$ cat src/dtcm_pkg.sv
// Shared constants for the dual timer/counter block
package dtcm_pkg;

    // Register indices, byte address is four times the index
    localparam logic [7:0] IDX_RUN_CTL = 8'h88;
    localparam logic [7:0] IDX_MODE_SEL = 8'h89;
    localparam logic [7:0] IDX_T0_LO = 8'h8A;
    localparam logic [7:0] IDX_T0_HI = 8'h8B;
    localparam logic [7:0] IDX_T1_LO = 8'h8C;
    localparam logic [7:0] IDX_T1_HI = 8'h8D;
    localparam int ADR_W = 10;
    localparam int IDX_LSB = 2;

    // Run control bits
    localparam int B_TF1 = 7;
    localparam int B_TR1 = 6;
    localparam int B_TF0 = 5;
    localparam int B_TR0 = 4;
    localparam int B_IE1 = 3;
    localparam int B_IT1 = 2;
    localparam int B_IE0 = 1;
    localparam int B_IT0 = 0;

    // Mode select bits
    localparam int B_GATE1 = 7;
    localparam int B_SRC1 = 6;
    localparam int B_M1_HI = 5;
    localparam int B_M1_LO = 4;
    localparam int B_GATE0 = 3;
    localparam int B_SRC0 = 2;
    localparam int B_M0_HI = 1;
    localparam int B_M0_LO = 0;

    // Operating modes
    localparam logic [1:0] MODE_PRESC = 2'h0;
    localparam logic [1:0] MODE_FULL = 2'h1;
    localparam logic [1:0] MODE_RELOAD = 2'h2;
    localparam logic [1:0] MODE_SPLIT = 2'h3;

    // Prescaler field in the low byte
    localparam int PRESC_W = 5;
    localparam logic [7:0] PRESC_MASK = 8'h1F;

    // Reset values
    localparam logic [7:0] RST_RUN_CTL = 8'h00;
    localparam logic [7:0] RST_MODE_SEL = 8'h00;
    localparam logic [7:0] RST_COUNT = 8'h00;

    // Core clocks per machine cycle
    localparam int MC_CLKS_DEF = 6;

endpackage : dtcm_pkg

$ cat src/dtcm_top.sv
// Two timer/counters with mode and run control, Wishbone register access
//
// Design decision made here: the Wishbone register port.
`timescale 1ns/1ps

module dtcm_top #(
    parameter int MC_CLKS = dtcm_pkg::MC_CLKS_DEF
) (
    // Clock and reset
    input wire logic clk_i,
    input wire logic rst_i,
    // Wishbone slave
    input wire logic wb_cyc_i,
    input wire logic wb_stb_i,
    input wire logic wb_we_i,
    input wire logic [dtcm_pkg::ADR_W-1:0] wb_adr_i,
    input wire logic [3:0] wb_sel_i,
    input wire logic [31:0] wb_dat_i,
    output logic [31:0] wb_dat_o,
    output logic wb_ack_o,
    // External pins
    input wire logic count_pin_zero_i,
    input wire logic count_pin_one_i,
    input wire logic external_irq0_pin_n_i,
    input wire logic external_irq1_pin_n_i,
    // Vector acknowledges from the interrupt controller
    input wire logic vec_tf0_i,
    input wire logic vec_tf1_i,
    input wire logic vec_ie0_i,
    input wire logic vec_ie1_i,
    // Flags and baud tick
    output logic timer0_overflow_flag_o,
    output logic timer1_overflow_flag_o,
    output logic ext_irq0_flag_o,
    output logic ext_irq1_flag_o,
    output logic timer1_baud_tick_o
);

    localparam logic [3:0] MC_LAST = 4'(MC_CLKS - 1);

    typedef struct packed {
        logic [7:0] run_ctl;
        logic [7:0] mode_sel;
        logic [7:0] t0_lo;
        logic [7:0] t0_hi;
        logic [7:0] t1_lo;
        logic [7:0] t1_hi;
        logic [3:0] mc_cnt;
        logic [1:0] cpin_s1;
        logic [1:0] cpin_s2;
        logic [1:0] irq_s1;
        logic [1:0] irq_s2;
        logic [1:0] irq_prev;
        logic [1:0] cpin_samp;
        logic [1:0] cpin_pend;
        logic ack;
        logic [31:0] rdat;
        logic t1_tick;
    } dtcm_state_s;

    dtcm_state_s st_ff;
    dtcm_state_s nxt_st;

    logic mc_tick;
    logic req;
    logic wr;
    logic [7:0] idx;
    logic [7:0] wdat;
    logic [1:0] m0;
    logic [1:0] m1;
    logic t0_split;
    logic [1:0] src;
    logic en0;
    logic en1;
    logic inc0;
    logic inc1;
    logic inc_hi;
    logic [16:0] r0;
    logic [16:0] r1;
    logic [8:0] hsum;
    logic set_tf0;
    logic set_tf1;
    logic set_ie0;
    logic set_ie1;
    logic [7:0] ctl;

    // One count step; returns {overflow, high, low}
    function automatic logic [16:0] dtcm_step(
        input logic [1:0] mode,
        input logic [7:0] hi,
        input logic [7:0] lo,
        input logic inc
    );
        logic [8:0] p;
        logic [8:0] s;
        logic [16:0] r;
        p = {1'b0, lo & dtcm_pkg::PRESC_MASK} + 9'h001;
        s = 9'h000;
        r = {1'b0, hi, lo};
        if (inc) begin
            case (mode)
                dtcm_pkg::MODE_PRESC: begin
                    // Upper three low bits are left alone; software ignores them
                    s = {1'b0, hi} + {8'h00, p[dtcm_pkg::PRESC_W]};
                    r = {s[8], s[7:0],
                        (lo & ~dtcm_pkg::PRESC_MASK) | (p[7:0] & dtcm_pkg::PRESC_MASK)};
                end
                dtcm_pkg::MODE_FULL: begin
                    r = {1'b0, hi, lo} + 17'h00001;
                end
                dtcm_pkg::MODE_RELOAD: begin
                    if (lo == 8'hFF) begin
                        r = {1'b1, hi, hi};
                    end else begin
                        r = {1'b0, hi, lo + 8'h01};
                    end
                end
                default: begin
                    s = {1'b0, lo} + 9'h001;
                    r = {s[8], hi, s[7:0]};
                end
            endcase
        end
        return r;
    endfunction : dtcm_step

    always_comb begin
        nxt_st = st_ff;
        mc_tick = (st_ff.mc_cnt == MC_LAST);
        nxt_st.mc_cnt = mc_tick ? 4'h0 : st_ff.mc_cnt + 4'h1;

        // Pin synchronisers
        nxt_st.cpin_s1 = {count_pin_one_i, count_pin_zero_i};
        nxt_st.cpin_s2 = st_ff.cpin_s1;
        nxt_st.irq_s1 = {external_irq1_pin_n_i, external_irq0_pin_n_i};
        nxt_st.irq_s2 = st_ff.irq_s1;
        nxt_st.irq_prev = st_ff.irq_s2;

        // Bus decode; answer one cycle after the request, unmapped reads zero
        req = wb_cyc_i & wb_stb_i & ~st_ff.ack;
        wr = req & wb_we_i & wb_sel_i[0];
        idx = wb_adr_i[dtcm_pkg::ADR_W-1:dtcm_pkg::IDX_LSB];
        wdat = wb_dat_i[7:0];
        nxt_st.ack = req;

        // Count pin sampled once per machine cycle, edge used a cycle later
        if (mc_tick) begin
            nxt_st.cpin_samp = st_ff.cpin_s2;
            nxt_st.cpin_pend = st_ff.cpin_samp & ~st_ff.cpin_s2;
        end

        m0 = st_ff.mode_sel[dtcm_pkg::B_M0_HI:dtcm_pkg::B_M0_LO];
        m1 = st_ff.mode_sel[dtcm_pkg::B_M1_HI:dtcm_pkg::B_M1_LO];
        t0_split = (m0 == dtcm_pkg::MODE_SPLIT);

        // Source select: machine cycles or pending pin edge
        src[0] = st_ff.mode_sel[dtcm_pkg::B_SRC0] ? st_ff.cpin_pend[0] : 1'b1;
        src[1] = st_ff.mode_sel[dtcm_pkg::B_SRC1] ? st_ff.cpin_pend[1] : 1'b1;

        // Gate: run bit and (gate clear or irq pin high)
        en0 = st_ff.run_ctl[dtcm_pkg::B_TR0]
            & (~st_ff.mode_sel[dtcm_pkg::B_GATE0] | st_ff.irq_s2[0]);
        en1 = ~st_ff.mode_sel[dtcm_pkg::B_GATE1] | st_ff.irq_s2[1];
        if (m1 == dtcm_pkg::MODE_SPLIT) begin
            en1 = 1'b0;
        end else if (!t0_split) begin
            en1 = en1 & st_ff.run_ctl[dtcm_pkg::B_TR1];
        end
        // With timer 0 split, timer 1 runs on mode and gate alone since its run bit is lent out
        inc0 = mc_tick & en0 & src[0];
        inc1 = mc_tick & en1 & src[1];
        inc_hi = mc_tick & t0_split & st_ff.run_ctl[dtcm_pkg::B_TR1];

        r0 = dtcm_step(m0, st_ff.t0_hi, st_ff.t0_lo, inc0);
        r1 = dtcm_step(m1, st_ff.t1_hi, st_ff.t1_lo, inc1);
        hsum = {1'b0, st_ff.t0_hi} + {8'h00, inc_hi};

        set_tf0 = r0[16];
        set_tf1 = t0_split ? hsum[8] : r1[16];
        nxt_st.t1_tick = r1[16];

        // External irq detect: type set is falling edge, clear is low level
        set_ie0 = st_ff.run_ctl[dtcm_pkg::B_IT0] ? (st_ff.irq_prev[0] & ~st_ff.irq_s2[0])
            : ~st_ff.irq_s2[0];
        set_ie1 = st_ff.run_ctl[dtcm_pkg::B_IT1] ? (st_ff.irq_prev[1] & ~st_ff.irq_s2[1])
            : ~st_ff.irq_s2[1];

        // Count registers; a bus write overrides the step, run bits never touch them
        nxt_st.t0_lo = (wr && idx == dtcm_pkg::IDX_T0_LO) ? wdat : r0[7:0];
        nxt_st.t0_hi = t0_split ? hsum[7:0] : r0[15:8];
        if (wr && idx == dtcm_pkg::IDX_T0_HI) begin
            nxt_st.t0_hi = wdat;
        end
        nxt_st.t1_lo = (wr && idx == dtcm_pkg::IDX_T1_LO) ? wdat : r1[7:0];
        nxt_st.t1_hi = (wr && idx == dtcm_pkg::IDX_T1_HI) ? wdat : r1[15:8];

        if (wr && idx == dtcm_pkg::IDX_MODE_SEL) begin
            nxt_st.mode_sel = wdat;
        end

        // Run control: write, then vector clears, then hardware sets win
        ctl = (wr && idx == dtcm_pkg::IDX_RUN_CTL) ? wdat : st_ff.run_ctl;
        if (vec_tf0_i) begin
            ctl[dtcm_pkg::B_TF0] = 1'b0;
        end
        if (vec_tf1_i) begin
            ctl[dtcm_pkg::B_TF1] = 1'b0;
        end
        if (vec_ie0_i) begin
            ctl[dtcm_pkg::B_IE0] = 1'b0;
        end
        if (vec_ie1_i) begin
            ctl[dtcm_pkg::B_IE1] = 1'b0;
        end
        ctl[dtcm_pkg::B_TF0] = ctl[dtcm_pkg::B_TF0] | set_tf0;
        ctl[dtcm_pkg::B_TF1] = ctl[dtcm_pkg::B_TF1] | set_tf1;
        ctl[dtcm_pkg::B_IE0] = ctl[dtcm_pkg::B_IE0] | set_ie0;
        ctl[dtcm_pkg::B_IE1] = ctl[dtcm_pkg::B_IE1] | set_ie1;
        nxt_st.run_ctl = ctl;

        // Read data, low byte only
        if (req) begin
            case (idx)
                dtcm_pkg::IDX_RUN_CTL: nxt_st.rdat = {24'h000000, st_ff.run_ctl};
                dtcm_pkg::IDX_MODE_SEL: nxt_st.rdat = {24'h000000, st_ff.mode_sel};
                dtcm_pkg::IDX_T0_LO: nxt_st.rdat = {24'h000000, st_ff.t0_lo};
                dtcm_pkg::IDX_T0_HI: nxt_st.rdat = {24'h000000, st_ff.t0_hi};
                dtcm_pkg::IDX_T1_LO: nxt_st.rdat = {24'h000000, st_ff.t1_lo};
                dtcm_pkg::IDX_T1_HI: nxt_st.rdat = {24'h000000, st_ff.t1_hi};
                default: nxt_st.rdat = 32'h00000000;
            endcase
        end
    end

    always_ff @(posedge clk_i) begin
        if (rst_i) begin
            st_ff <= '0;
            st_ff.run_ctl <= dtcm_pkg::RST_RUN_CTL;
            st_ff.mode_sel <= dtcm_pkg::RST_MODE_SEL;
            st_ff.t0_lo <= dtcm_pkg::RST_COUNT;
            st_ff.t0_hi <= dtcm_pkg::RST_COUNT;
            st_ff.t1_lo <= dtcm_pkg::RST_COUNT;
            st_ff.t1_hi <= dtcm_pkg::RST_COUNT;
            // Idle-high irq pins: avoids a false edge just after reset
            st_ff.irq_s1 <= 2'h3;
            st_ff.irq_s2 <= 2'h3;
            st_ff.irq_prev <= 2'h3;
        end else begin
            st_ff <= nxt_st;
        end
    end

    assign wb_dat_o = st_ff.rdat;
    assign wb_ack_o = st_ff.ack;
    assign timer0_overflow_flag_o = st_ff.run_ctl[dtcm_pkg::B_TF0];
    assign timer1_overflow_flag_o = st_ff.run_ctl[dtcm_pkg::B_TF1];
    assign ext_irq0_flag_o = st_ff.run_ctl[dtcm_pkg::B_IE0];
    assign ext_irq1_flag_o = st_ff.run_ctl[dtcm_pkg::B_IE1];
    assign timer1_baud_tick_o = st_ff.t1_tick;
endmodule : dtcm_top

$ cat config.mk
export PLATFORM = sky130hd
export DESIGN_NAME = dtcm_top
export DESIGN_NICKNAME = d
export VERILOG_FILES = /design/src/dtcm_pkg.sv /design/src/dtcm_top.sv
export SDC_FILE = /design/constraint.sdc
export NUM_CORES = 1
export LEC_CHECK = 0
export BUFFER_PORTS_ARGS = -buffer_cell sky130_fd_sc_hd__buf_2
export CORE_UTILIZATION = 61
export CTS_CLUSTER_SIZE = 25
export DETAILED_ROUTE_END_ITERATION = 10
export PLACE_DENSITY = 0.93
export SYNTH_ARGS = -nofsm -noshare
export SYNTH_HDL_FRONTEND = slang
export SYNTH_SLANG_ARGS = --single-unit
$ cat constraint.sdc
create_clock -name clk_i -period 6.35 [get_ports clk_i]
set_clock_uncertainty 0.2 [all_clocks]
set_input_delay 0.635 -clock clk_i [delete_from_list [all_inputs] [get_ports clk_i]]
set_output_delay 0.635 -clock clk_i [all_outputs]
set_load 0.005 [all_outputs]
Word-level counts from Yosys, hierarchy flattened --
Index checks and enable logic that the tools add are counted.
Storage, ports and cells: register bits after elaboration 100, input bits 59, output and inout bits 38, word-level logic and storage cells 117
Cells by class: $add $sub $neg 12, eq/ne operators 17, multiplexer cells 24, bitwise gates (word level) 29, reductions and logical operators 17
Operators by type and width (number):
- case mux 17 bit (3 select lines) | 2
- two-way mux 17 bit | 4
- equality test 8 bit, second input constant | 8
- two-way mux 8 bit | 6
- case mux 8 bit (6 select lines) | 1
- adder 16 x 1 -> 17 bit, second input constant | 2
- adder 8 x 1 -> 9 bit | 3
- adder 8 x 1 -> 9 bit, second input constant | 2
- adder 8 x 1 -> 8 bit, second input constant | 2
- OR 8 x 5 -> 8 bit | 2
- AND 1 bit | 14
- adder 5 x 1 -> 6 bit, second input constant | 2
- two-way mux 1 bit | 11
- equality test 2 bit, second input constant | 4
- logical AND 1 bit | 6
- OR 1 bit | 6
- AND reduction 3 bit | 2
- nonzero test 2 bit | 3
- nonzero test 3 bit | 2
- NOT 1 bit | 5
- adder 4 x 1 -> 4 bit, second input constant | 1
- equality test 2 x 1 -> 1 bit, second input constant | 2
- equality test 4 x 3 -> 1 bit, second input constant | 1
- logical NOT 2 bit | 2
- 6 further kinds | 6

Logic depth before layout (Yosys ltp) --
depth after elaboration 10, mapped depth 12, gate-level depth less buffers 12

Least setup slack after synthesis --
No wires, ideal clock.
path kind register -> register, from reg st_ff[48] (netlist bit), to reg st_ff[59] (netlist bit), library setup time 0.091 ns, arrival 2.428 ns, data required time 6.059 ns, setup slack 3.631 ns, cell stages (with the launch flop) 7, path buffers 0, clock period less this slack 2.719 ns, cell sequence dfxtp_1 -> ha_1 -> nand3b_4 -> or4_1 -> or4b_4 -> or4_1 -> a311oi_1
Between the ends: longest elaborated chain between the ends 5
RTL lines:
- start, declared | line dtcm_top.sv:61 | dtcm_state_s st_ff;
- start signal, assigned | line dtcm_top.sv:249 | st_ff <= nxt_st;
- equality test 4 x 3 -> 1 bit | line dtcm_top.sv:129 | mc_tick = (st_ff.mc_cnt == MC_LAST);
- AND 1 bit (2 in series) | line dtcm_top.sv:171 | inc1 = mc_tick & en1 & src[1];
- nonzero test 2 bit (no line)
- AND reduction 3 bit (no line)
No other way between the ends. A chain may end at the register's enable or synchronous reset.

Worst setup path in the final report --
from reg st_ff (netlist bit m0[0]), to reg st_ff[59] (netlist bit)
Between the ends: longest elaborated chain between the ends 7
RTL lines:
- equality test 2 bit | line dtcm_top.sv:154 | t0_split = (m0 == dtcm_pkg::MODE_SPLIT);
- two-way mux 1 bit | line dtcm_top.sv:166 | end else if (!t0_split) begin
- two-way mux 1 bit | line dtcm_top.sv:164 | if (m1 == dtcm_pkg::MODE_SPLIT) begin
- AND 1 bit (2 in series) | line dtcm_top.sv:171
- nonzero test 2 bit (no line)
- AND reduction 3 bit (no line)
No other way between the ends.

==> metrics.cfg <==
[run_status]
status = finished clean

[setup_path]
crit_start = m0[0]
reg2reg_from = m0[0]
cp-end-kind = register
worst_path_max_delay_cell = or4_1
path_buf_inv = 1
cp.depth = 6
arrival_ns = 3.41
rr_worst_depth = 6
critPathKind = reg -> reg
cp_max_fo = 23
cp_top_family = simple AND/OR/NAND/NOR gates
worst_setup_path_start_kind = register
slowest_delay_ns = 0.78
required_ns = 6.43
worstPathCellList = buf_4 -> a21oi_1 -> or4_1 -> or4b_4 -> or4_1 -> a311oi_1
worstSetupEndpoint = st_ff[59]
r2r_end = st_ff[59]
cpMostUsedCell = or4_1
rrSetupSlack_ns = 3.02

[power]
p_per_area_nw_per_um2 = 175
finalPower_mw = 0.928
ir_worst_vdd_mv = 0.160
leakagePower_nw = 2.04

[logic_synthesis]
ys_warn_count = 0
ys_types = 67
yosys.area.top_type = dfxtp_1
ys_top_cells_by_count = 76 x dfxtp_1, 68 x nor2_1, 52 x nand2_1
synth.top_cell.area_share_pct = 30.0
synth_flop_cell = dfxtp_1
async_flop_share_pct = 0
yosysSeqAreaShare_pct = 30.0
synth_edf_count = 0
synth_seq_cells = 76
synthesis.area_um2 = 5070
synth_area_leaders = dfxtp_1 30%, mux2i_1 5.1%, nor2_1 5.0%
syn_area_per_cell_um2 = 7.80
synth_most_common_cell = dfxtp_1
synthCells = 650

[routing]
routed_wl_um = 14900
ant_nets = 0
drt-met1-wl_um = 5940
met2_length_um = 6440
drcViolationCount = 0
drtIter0Drc = 529
highest_layer = met4
vias_per_cell = 6.93
via_count = 5259
wl_per_cell_um = 19.7
drtPass1Iterations = 6
route.met3.wl_um = 1910

[floorplanning]
die_h_um = 93.2
die_x_um = 93.2
dieArea_um2 = 8680
rows = 32
start_util_pct = 64.3
io_pins = 97
core_region_area_um2 = 7890

[sta]
maxSlewHeadroom_pct = 17.3
setup_ws_ns = 3.02
slew_violations = 0
period_needed_ns = 3.33
hold-worst-slack_ns = 0.214
setup_tns_ns = 0
max_freq_ghz = 0.300
hold_viol_final = 0
finalSetupViolations = 0
grt_setup_unrepaired = no
worstMarginPinSlew_ns = 1.23
final.period_utilization_pct = 52.5

[worst_hold_path]
hp-class = reg -> reg

[clocking]
h-tree-depth = 3
clock-sinks = 76
ctsHoldBuffers = 0
clk_pin_slew_worst_paths_ns = 0.09
cts_resized = 0
cts_tree = done
root_buffer = clkbuf_8
cts_buffer_depth = 2
cts_buffers = 9
clkLatencyLatePin_ns = 0.36
postCtsSetupBuffers = 0

[layout]
fin_nets = 721
drive_above_1_share_pct = 11.7
area_growth_pct = 4.64
fin_util_pct = 67.3
diodes = 0

[place]
gp_congestion = 0.988
io_buffers = 43
preCtsSetupSlack_ns = 3.05
hpwl_um = 10300

[flow_run]
cap_violations = 0

[grt]
grt_max_degree = 61
grt_overflow = 0
grt_pass1_vias = 4665
antenna_found_initial = 0
grt_pass1_wl_um = 23600
grt_use_total_pct = 35.0

[cells in the final DEF (no fill, tap or decap), types with 5 or more instances in the layout]
cell type / netlist / routed
o32ai_1: 10 / 10
nor4_1: 17 / 17
a31oi_1: 15 / 15
conb_1: 1 / 24
a22oi_1: 5 / 5
nand2_1: 52 / 52
or2_2: 7 / 7
nand3_1: 30 / 30
and3_1: 9 / 9
nor2_1: 68 / 68
mux2_2: 5 / 5
or4_1: 6 / 6
and4_1: 7 / 7
nand4_1: 12 / 12
inv_1: 13 / 13
nor2b_1: 15 / 15
a21oi_1: 31 / 31
buf_2: 0 / 43
a221oi_1: 5 / 5
o31ai_1: 5 / 5
o21ai_0: 26 / 26
dfxtp_1: 76 / 76
nor3_1: 19 / 19
clkbuf_8: 0 / 9
a311oi_1: 5 / 5
xnor2_1: 10 / 10
mux2i_1: 26 / 26
ha_1: 10 / 10
a211oi_1: 8 / 8
o211ai_1: 8 / 8
[cell type report]
cell class	instances	area (um^2)
clock buffers	11	131
fillers	646	2580
inverters	13	48.8
flip-flops and latches	76	1520
clock inverters	5	61.3
repair buffers	47	245
well taps	102	128
multi-input cells	505	3170
[layer usage]
| layer | vias up | GRT usage [%] |
|---|---|---|
| li1 | 2377 | - |
| met1 | 2380 | 47.9 |
| met2 | 426 | 53.0 |
| met3 | 76 | 5.93 |
| met4 | 0 | 17.4 |
| met5 | - | 0 |
[worst min-delay path by stage]
stage | depth (start not counted) | end | startpoint
final | 1 | nxt_st[38] | nxt_st[40]
after global routing | 2 | nxt_st[40] | external_irq0_pin_n_i
after CTS | 1 | nxt_st[38] | nxt_st[40]
after detailed placement | 1 | nxt_st[38] | nxt_st[40]
after global placement | 1 | nxt_st[38] | nxt_st[40]
after floorplan | 1 | nxt_st[38] | nxt_st[40]
[registers in the layout, summed over array words and instances, names as in the netlist, 2 cells and up]
| register | flops |
|---|---|
| st_ff | 52 |
| wb_dat_o | 8 |
| nxt_st | 6 |
| m0 | 2 |
| m1 | 2 |
[power by group]
part	switching [mW]	internal, mW
clock network	0.191	0.183
logic	0.0443	0.0200
registers	0.00499	0.484
[per-stage QoR]
step | cells | instance area (um^2)
CTS | 759 | 5310
global placement | 743 | 5110
finish | 759 | 5310
global route | 759 | 5310
floorplan | 673 | 5160
detailed placement | 743 | 5110
[kinds of logic (layout without fill, tap and decap cells)]
family,after synthesis,after routing,share of synthesized area [%]
AOI/OAI and AO/OA,161,161,22.3
muxes,32,32,6.69
and+or+nand+nor,266,266,27.2
DFF,76,76,30.0
other,1,24,0.0740
xor gates and xnor gates,12,12,2.07
adders and majority gates,10,10,2.47
buffers and inverters,92,76,9.18
[worst reg2reg max path: stages, from the launching register on]
cell	delay [ns]
dfxtp_1	0.53
buf_4	0.33
a21oi_1	0.14
or4_1	0.78
or4b_4	0.63
or4_1	0.41
a311oi_1	0.24
Note: power is estimated with default switching activity, not from simulation.
